$ cat config.mk
export PLATFORM = sky130hd
export DESIGN_NAME = dac_irq_status_data_regs
export DESIGN_NICKNAME = d
export VERILOG_FILES = /design/src/verilog/dac_regs_pkg.sv /design/src/verilog/sync_track_if.sv /design/src/verilog/sync_tracker.sv /design/src/verilog/dac_irq_status_data_regs.sv
export SDC_FILE = /design/constraint.sdc
export NUM_CORES = 1
export LEC_CHECK = 0
export BUFFER_PORTS_ARGS = -buffer_cell sky130_fd_sc_hd__buf_2
export CAP_MARGIN = 20
export CELL_PAD_IN_SITES_DETAIL_PLACEMENT = 0
export CELL_PAD_IN_SITES_GLOBAL_PLACEMENT = 1
export CORE_MARGIN = 1
export CORE_UTILIZATION = 41
export DETAILED_ROUTE_END_ITERATION = 8
export PLACE_DENSITY_LB_ADDON = 0.1
export SYNTH_ARGS = -nofsm -noshare
export SYNTH_HDL_FRONTEND = slang
export SYNTH_HIERARCHICAL = 1
export SYNTH_SLANG_ARGS = --single-unit
$ cat constraint.sdc
create_clock -name i_sys_clk -period 1.9 [get_ports i_sys_clk]
set_input_delay 0.38 -clock i_sys_clk [delete_from_list [all_inputs] [get_ports i_sys_clk]]
set_output_delay 0.38 -clock i_sys_clk [all_outputs]
set_load 0.005 [all_outputs]
$ cat src/verilog/dac_regs_pkg.sv
// Constants shared by the converter interrupt, status and data registers
package dac_regs_pkg;

  // ****************************************************************
  // Register indices; byte address is four times the index
  // ****************************************************************
  localparam logic [7:0] IDX_CONTROL_B     = 8'h01;
  localparam logic [7:0] IDX_EVENT_CTRL    = 8'h02;
  localparam logic [7:0] IDX_IRQ_EN_CLEAR  = 8'h04;
  localparam logic [7:0] IDX_IRQ_EN_SET    = 8'h05;
  localparam logic [7:0] IDX_IRQ_FLAGS     = 8'h06;
  localparam logic [7:0] IDX_SYNC_STATUS   = 8'h07;
  localparam logic [7:0] IDX_CONV_VALUE    = 8'h08;
  localparam logic [7:0] IDX_DATA_BUFFER   = 8'h0c;

  // ****************************************************************
  // Field positions
  // ****************************************************************
  localparam int BIT_UNDERRUN    = 0;
  localparam int BIT_EMPTY       = 1;
  localparam int BIT_SYNC_READY  = 2;
  localparam int BIT_SYNC_BUSY   = 7;
  localparam int BIT_LEFT_ADJUST = 2;
  localparam int BIT_START_EI    = 0;
  localparam int BIT_EMPTY_EO    = 1;
  localparam int CODE_W          = 10;
  localparam int LEFT_LSB        = 6;

  // ****************************************************************
  // Reset values
  // ****************************************************************
  localparam logic [7:0]  RST_CONTROL_B  = 8'h00;
  localparam logic [1:0]  RST_EVENT_CTRL = 2'h0;
  localparam logic [2:0]  RST_IRQ_EN     = 3'h0;
  localparam logic [2:0]  RST_IRQ_FLAGS  = 3'h0;
  localparam logic [15:0] RST_CONV_VALUE = 16'h0000;
  localparam logic [15:0] RST_DATA_BUF   = 16'h0000;

  // ****************************************************************
  // Timing: domain transfer takes this long at 100 MHz
  // ****************************************************************
  localparam int SYS_CLK_MHZ  = 100;
  localparam int SYNC_TIME_NS = 30;
  localparam int SYNC_CYCLES_INT = (SYNC_TIME_NS * SYS_CLK_MHZ + 999) / 1000;
  localparam logic [3:0] SYNC_CYCLES = SYNC_CYCLES_INT[3:0];

  typedef enum logic [0:0] {
    SYNC_IDLE = 1'b0,
    SYNC_RUN  = 1'b1
  } sync_state_t;

endpackage

$ cat src/verilog/sync_track_if.sv
// Handshake between the register file and the transfer tracker
`timescale 1ns/1ps
interface sync_track_if;
  logic start;
  logic busy;
  logic done;

  modport regs (output start, input busy, input done);
  modport track (input start, output busy, output done);
endinterface

$ cat src/verilog/sync_tracker.sv
// Tracks a register transfer between clock domains
`timescale 1ns/1ps
module sync_tracker (
  input  wire logic   i_sys_clk,
  input  wire logic   i_rstn,
  sync_track_if.track trk
);

  dac_regs_pkg::sync_state_t state_q;
  logic [3:0]                cnt_q;
  logic                      done_q;

  assign trk.busy = (state_q == dac_regs_pkg::SYNC_RUN);
  assign trk.done = done_q;

  // A start while running restarts the count so the newest write is covered
  always_ff @(posedge i_sys_clk or negedge i_rstn) begin
    if (!i_rstn) begin
      state_q <= dac_regs_pkg::SYNC_IDLE;
      cnt_q   <= 4'h0;
      done_q  <= 1'b0;
    end else begin
      done_q <= 1'b0;
      unique case (state_q)
        dac_regs_pkg::SYNC_IDLE: begin
          if (trk.start) begin
            state_q <= dac_regs_pkg::SYNC_RUN;
            cnt_q   <= dac_regs_pkg::SYNC_CYCLES;
          end
        end
        dac_regs_pkg::SYNC_RUN: begin
          if (trk.start) begin
            cnt_q <= dac_regs_pkg::SYNC_CYCLES;
          end else if (cnt_q == 4'h1) begin
            state_q <= dac_regs_pkg::SYNC_IDLE;
            done_q  <= 1'b1;
          end else begin
            cnt_q <= cnt_q - 4'h1;
          end
        end
      endcase
    end
  end

endmodule // sync_tracker

$ cat src/verilog/dac_irq_status_data_regs.sv
// APB register file for converter interrupts, status and data words
//
// The implementer's own choice: the APB slave port.
`timescale 1ns/1ps
module dac_irq_status_data_regs (
  input  wire logic        i_sys_clk,
  input  wire logic        i_rstn,
  input  wire logic        i_psel,
  input  wire logic        i_penable,
  input  wire logic        i_pwrite,
  input  wire logic [11:0] i_paddr,
  input  wire logic [31:0] i_pwdata,
  input  wire logic        i_start_evt,
  output logic      [31:0] o_prdata,
  output logic             o_pready,
  output logic             o_pslverr,
  output logic             o_irq,
  output logic             o_empty_evt,
  output logic      [9:0]  o_conv_code,
  output logic             o_left_adjust
);

  // ****************************************************************
  // Bus decode
  // ****************************************************************
  logic        pready_q;
  logic [31:0] prdata_q;
  logic        pslverr_q;

  wire         setup_phase = i_psel & ~i_penable;
  wire         access_done = i_psel & i_penable & pready_q;
  wire         wr_done     = access_done & i_pwrite;
  wire [9:0]   word_idx    = i_paddr[11:2];
  wire         aligned     = (i_paddr[1:0] == 2'b00);

  wire hit_control_b_register = aligned && (word_idx == {2'b00, dac_regs_pkg::IDX_CONTROL_B});
  wire hit_evctl = aligned && (word_idx == {2'b00, dac_regs_pkg::IDX_EVENT_CTRL});
  wire hit_enclr = aligned && (word_idx == {2'b00, dac_regs_pkg::IDX_IRQ_EN_CLEAR});
  wire hit_enset = aligned && (word_idx == {2'b00, dac_regs_pkg::IDX_IRQ_EN_SET});
  wire hit_flags = aligned && (word_idx == {2'b00, dac_regs_pkg::IDX_IRQ_FLAGS});
  wire hit_stat  = aligned && (word_idx == {2'b00, dac_regs_pkg::IDX_SYNC_STATUS});
  wire hit_data  = aligned && (word_idx == {2'b00, dac_regs_pkg::IDX_CONV_VALUE});
  wire hit_dbuf  = aligned && (word_idx == {2'b00, dac_regs_pkg::IDX_DATA_BUFFER});
  wire hit_any   = hit_control_b_register | hit_evctl | hit_enclr | hit_enset |
                   hit_flags | hit_stat | hit_data | hit_dbuf;

  // Status register is read-only; writing it is refused
  wire         bad_access = ~hit_any | (i_pwrite & hit_stat);

  wire wr_control_b_register = wr_done & hit_control_b_register;
  wire wr_evctl = wr_done & hit_evctl;
  wire wr_enclr = wr_done & hit_enclr;
  wire wr_enset = wr_done & hit_enset;
  wire wr_flags = wr_done & hit_flags;
  wire wr_data  = wr_done & hit_data;
  wire wr_dbuf  = wr_done & hit_dbuf;

  // ****************************************************************
  // Storage
  // ****************************************************************
  logic [7:0]  control_b_register_q;
  logic [1:0]  evctl_q;
  logic [2:0]  irq_en_q;
  logic [2:0]  irq_flags_q;
  logic [15:0] conv_value_q;
  logic [15:0] data_buf_q;
  logic        buf_full_q;
  logic        empty_evt_q;
  logic [9:0]  conv_code_q;
  logic        irq_q;

  sync_track_if trk ();

  sync_tracker u_sync_tracker (
    .i_sys_clk (i_sys_clk),
    .i_rstn    (i_rstn),
    .trk       (trk)
  );

  // Writes of the value or buffer word cross to the converter domain
  assign trk.start = wr_data | wr_dbuf;

  // ****************************************************************
  // Event path
  // ****************************************************************
  wire left_adj  = control_b_register_q[dac_regs_pkg::BIT_LEFT_ADJUST];
  wire start_ei  = evctl_q[dac_regs_pkg::BIT_START_EI];
  wire empty_eo  = evctl_q[dac_regs_pkg::BIT_EMPTY_EO];
  wire start_hit = i_start_evt & start_ei;
  wire buf_move  = start_hit & buf_full_q;
  wire underrun  = start_hit & ~buf_full_q;

  // ****************************************************************
  // Enable vector, one store behind both set and clear views
  // ****************************************************************
  wire [2:0] wdata3  = i_pwdata[2:0];
  wire [2:0] en_set  = wr_enset ? wdata3 : 3'h0;
  wire [2:0] en_clr  = wr_enclr ? wdata3 : 3'h0;
  wire [2:0] en_d    = (irq_en_q & ~en_clr) | en_set;

  // ****************************************************************
  // Flags: hardware set wins over software clear
  // ****************************************************************
  logic [2:0] flag_set;
  logic [2:0] flag_clr;

  always_comb begin
    flag_set = 3'h0;
    flag_set[dac_regs_pkg::BIT_UNDERRUN]   = underrun;
    flag_set[dac_regs_pkg::BIT_EMPTY]      = buf_move;
    flag_set[dac_regs_pkg::BIT_SYNC_READY] = trk.done;
    flag_clr = wr_flags ? wdata3 : 3'h0;
    flag_clr[dac_regs_pkg::BIT_EMPTY] = flag_clr[dac_regs_pkg::BIT_EMPTY] | wr_dbuf;
  end

  wire [2:0] flags_d = (irq_flags_q & ~flag_clr) | flag_set;

  // ****************************************************************
  // Code extraction by alignment
  // ****************************************************************
  wire [15:0] value_d   = wr_data ? i_pwdata[15:0] :
                          (buf_move ? data_buf_q : conv_value_q);
  wire [9:0]  code_right = value_d[dac_regs_pkg::CODE_W-1:0];
  wire [9:0]  code_left  = value_d[dac_regs_pkg::LEFT_LSB +: dac_regs_pkg::CODE_W];
  wire        left_d     = wr_control_b_register ? i_pwdata[dac_regs_pkg::BIT_LEFT_ADJUST] : left_adj;
  wire [9:0]  code_d     = left_d ? code_left : code_right;

  // ****************************************************************
  // Read mux
  // ****************************************************************
  logic [31:0] rd_mux;

  always_comb begin
    rd_mux = 32'h0000_0000;
    if (hit_control_b_register) begin
      rd_mux[7:0] = control_b_register_q;
    end
    if (hit_evctl) begin
      rd_mux[1:0] = evctl_q;
    end
    if (hit_enclr | hit_enset) begin
      rd_mux[2:0] = irq_en_q;
    end
    if (hit_flags) begin
      rd_mux[2:0] = irq_flags_q;
    end
    if (hit_stat) begin
      rd_mux[dac_regs_pkg::BIT_SYNC_BUSY] = trk.busy;
    end
  end

  // ****************************************************************
  // Bus handshake: no wait state, answer prepared at setup
  // ****************************************************************
  always_ff @(posedge i_sys_clk or negedge i_rstn) begin
    if (!i_rstn) begin
      pready_q  <= 1'b0;
      prdata_q  <= 32'h0000_0000;
      pslverr_q <= 1'b0;
    end else if (setup_phase) begin
      pready_q  <= 1'b1;
      prdata_q  <= i_pwrite ? 32'h0000_0000 : rd_mux;
      pslverr_q <= bad_access;
    end else if (access_done) begin
      pready_q  <= 1'b0;
      pslverr_q <= 1'b0;
    end
  end

  // ****************************************************************
  // Configuration and enables
  // ****************************************************************
  always_ff @(posedge i_sys_clk or negedge i_rstn) begin
    if (!i_rstn) begin
      control_b_register_q  <= dac_regs_pkg::RST_CONTROL_B;
      evctl_q  <= dac_regs_pkg::RST_EVENT_CTRL;
      irq_en_q <= dac_regs_pkg::RST_IRQ_EN;
    end else begin
      if (wr_control_b_register) begin
        control_b_register_q <= i_pwdata[7:0];
      end
      if (wr_evctl) begin
        evctl_q <= i_pwdata[1:0];
      end
      irq_en_q <= en_d;
    end
  end

  // ****************************************************************
  // Flags, value and buffer
  // ****************************************************************
  always_ff @(posedge i_sys_clk or negedge i_rstn) begin
    if (!i_rstn) begin
      irq_flags_q  <= dac_regs_pkg::RST_IRQ_FLAGS;
      conv_value_q <= dac_regs_pkg::RST_CONV_VALUE;
      data_buf_q   <= dac_regs_pkg::RST_DATA_BUF;
      buf_full_q   <= 1'b0;
    end else begin
      irq_flags_q  <= flags_d;
      conv_value_q <= value_d;
      if (wr_dbuf) begin
        data_buf_q <= i_pwdata[15:0];
        buf_full_q <= 1'b1;
      end else if (buf_move) begin
        buf_full_q <= 1'b0;
      end
    end
  end

  // ****************************************************************
  // Registered outputs
  // ****************************************************************
  always_ff @(posedge i_sys_clk or negedge i_rstn) begin
    if (!i_rstn) begin
      empty_evt_q <= 1'b0;
      conv_code_q <= 10'h000;
      irq_q       <= 1'b0;
    end else begin
      empty_evt_q <= buf_move & empty_eo;
      conv_code_q <= code_d;
      irq_q       <= |(flags_d & en_d);
    end
  end

  assign o_prdata      = prdata_q;
  assign o_pready      = pready_q;
  assign o_pslverr     = pslverr_q;
  assign o_irq         = irq_q;
  assign o_empty_evt   = empty_evt_q;
  assign o_conv_code   = conv_code_q;
  assign o_left_adjust = control_b_register_q[dac_regs_pkg::BIT_LEFT_ADJUST];

endmodule // dac_irq_status_data_regs

==> impl_metrics.toml <==
[sta]
period_needed_ns = 1.77
hold_viol_final = 0
drv_slew = 0
fin_crit_sh_pct = 93.1
setup_viol = 0
grt_setup_unrepaired = "false"
fin_skew_ns = 0.00817
setup_slack_ns = 0.131
fmax_ghz = 0.565

[drt]
wl_per_cell_um = 14.6
vias = 2611
drc = 0
drt_iter0_markers = 64
final_antenna_net_count = 0
via_per_inst = 4.95
drtPass1Iterations = 4
routed_wl_mm = 7.71

[cells_and_area]
fin_util_pct = 52.0
drive_gt1_share_pct = 37.1
n_antenna_cell = 0
fin_area_mm2 = 0.00456
fin_nets = 467
area_growth_pct = 21.7
mostFrequentLayoutCells = "dfrtp_1, buf_2, buf_4"
layout_commonest_cell = "dfrtp_1"

[setup_path]
r2r_start = "o_pready$_DFFE_PN0P_"
cp_max_fo = 4
crit_type = "reg -> reg"
worstReg2RegEnd = "o_irq$_DFF_PN0_"
arrival_ns = 2.00
cp.required_ns = 2.13
end_kind = "flop"
r2r_cells = 6
crit_path_start_kind = "flop"
rrSetupSlack_ns = 0.13
cp_slowest_cell = "dfrtp_1"
cp_cell_sequence = "and4_2, and3_2, buf_4, nand3_1, a21o_1, a221o_1"
slowest_delay_ns = 0.34

[placement]
io_buffers = 56
place_area_mm2 = 0.00431
pre_cts_ws_ns = -0.274
dp_hpwl_mm = 5.50
place.gp.congestion = 0.745

[clocking]
cts_tree = "built"
cts_buffer_depth = 2
numCtsBuffers = 9
clock_latency_ns = 0.35
post_cts_buffers = 0
clkSlewWorstSetupHoldPaths_ns = 0.09
cts_sinks = 77
h-tree-depth = 3
cts_root_buf = "clkbuf_8"

[floorplan]
io_pins = 97
rows = 34
die_w_um = 97.6
die_height_um = 97.6
design.die.area_mm2 = 0.00952
core_mm2 = 0.00876
start_util_pct = 42.7

[min_path]
whs_endpoint = "data_buf_q[15]$_DFFE_PN0P_"
worstHoldStart = "i_pwdata[15]"
min_path_type = "in -> reg"
hold_depth = 2

[pwr]
p_seq_share_pct = 49.9
ir_worst_vdd_v = 0.000325
p_leak_nw = 2.55
switching_power_uw = 851
p_sw_share_pct = 25.0
powerDensity_mw_per_mm2 = 748
p_comb_share_pct = 9.3
p_clk_share_pct = 40.8
p_int_mw = 2.56
total_power_mw = 3.41

[synthesis]
synth_seq_area_share_pct = 51.4
avgSynthCellArea_um2 = 11.5
synth_cell_types = 52
synth-edff-count = 0
syn-cell-area_mm2 = 0.00375
synth-main-ff-cell = "dfrtp_1"
ys_ff_latch = 77
yosysWarningCount = 6
netlist_instances = 327
async_reset_ff_share_pct = 100

[global_route]
grt.total_usage_pct = 17.6
grt_max_degree = 47
grt_antenna_before_repair = 0
grt_pass1_wl_mm = 13.0
grt_pass1_vias = 2594
gr-total-overflow = 0

[run]
drv_cap = 0

[status]
outcome = "finished, final reports clean"
logic make-up after synthesis:
logic type | count (synthesis) | share of synthesized area [%]
DFF | 77 | 51.4
other | 1 | 0.100
muxes | 53 | 15.3
and+or+nand+nor | 80 | 13.2
AOI/OAI and AO/OA | 57 | 10.1
buffers and inverters | 57 | 9.15
adders and majority gates | 2 | 0.668
per-layer routing:
metal  part of all wire [%]  routed length [um]  track usage [%]  vias to the layer above
met5                      0                   0                0                        -
met4                    1.2                  93             5.43                        0
met3                    3.5                 268             4.17                        8
met2                     46                3560             27.5                       54
met1                     49                3790             24.2                     1274
li1                       -                   -                -                     1275
stage by stage:
step | hold slack [ns] | instances | setup TNS [ns]
after CTS | 0.253 | 528 | 0
final | 0.265 | 528 | 0
after global placement | 0.353 | 511 | -5.06
after detailed placement | 0.359 | 511 | -5.06
after global routing | 0.255 | 528 | 0
after floorplan | 0.0844 | 350 | 0
repair_timing:
item | in CTS | in global routing
hold buffers | 1 | 0
gates resized for setup | 1 | 5
hold endpoints to repair | 31 | 0
endpoints found under the setup margin | 1 | 6
worst max path at each step:
stage | from | end | depth (start not counted)
3_3_place_gp | i_paddr[9] | o_conv_code[1]$_DFF_PN0_ | 7
4_1_cts | o_pready$_DFFE_PN0P_ | o_irq$_DFF_PN0_ | 6
5_1_grt | o_pready$_DFFE_PN0P_ | o_conv_code[7]$_DFF_PN0_ | 6
6_report | o_pready$_DFFE_PN0P_ | o_irq$_DFF_PN0_ | 6
2_1_floorplan | i_paddr[6] | o_irq$_DFF_PN0_ | 6
3_5_place_dp | i_paddr[9] | o_conv_code[1]$_DFF_PN0_ | 7
area by class of cell:
class / count / area (um^2)
repair buffers: 94 / 633
clock buffers: 10 / 128
well taps: 108 / 135
inverters: 17 / 63.8
fillers: 807 / 4210
flip-flops and latches: 77 / 1930
clock inverters: 6 / 95.1
multi-input cells: 216 / 1580
power groups by stage:
stage / clock network [mW] / registers (mW) / logic [mW]
4_1_cts: 1.44 / 1.70 / 0.324
2_1_floorplan: 0 / 1.73 / 0.205
6_report: 1.39 / 1.70 / 0.316
3_3_place_gp: 0 / 1.73 / 0.315
5_1_grt: 1.52 / 1.71 / 0.361
3_5_place_dp: 0 / 1.73 / 0.321
cell usage after synthesis, types with 4 or more instances:
cell type	number	area, um^2
mux2_2	27	304
nand2_1	28	105
o21ai_0	18	90.1
nor2_1	16	60.1
nand3_1	5	25.0
o211ai_1	6	45.0
o21a_1	4	30.0
dfrtp_1	77	1930
a21oi_1	7	35.0
buf_4	26	195
mux2i_1	24	240
clkbuf_1	7	26.3
a22o_1	4	35.0
inv_1	17	63.8
o31ai_1	4	30.0
state kept, by name, summed over array words and instances (netlist names):
name and cells:
u_sync_tracker/trk.busy 1, o_irq 1, o_prdata 8, o_pready 1
u_sync_tracker/cnt_q 4, irq_en_q 3, o_empty_evt 1, o_pslverr 1
evctl_q 2, o_conv_code 10, u_sync_tracker/trk.done 1, control_b_register_q 8
data_buf_q 16, conv_value_q 16, irq_flags_q 3, buf_full_q 1
critical path: cells and delay by family (launching register included):
| family | cells | cell delay (ns) |
|---|---|---|
| simple gates | 3 | 0.62 |
| compound gates | 2 | 0.53 |
| flops | 1 | 0.34 |
| buf+inv | 1 | 0.15 |
(Power assumes the default switching activity.)
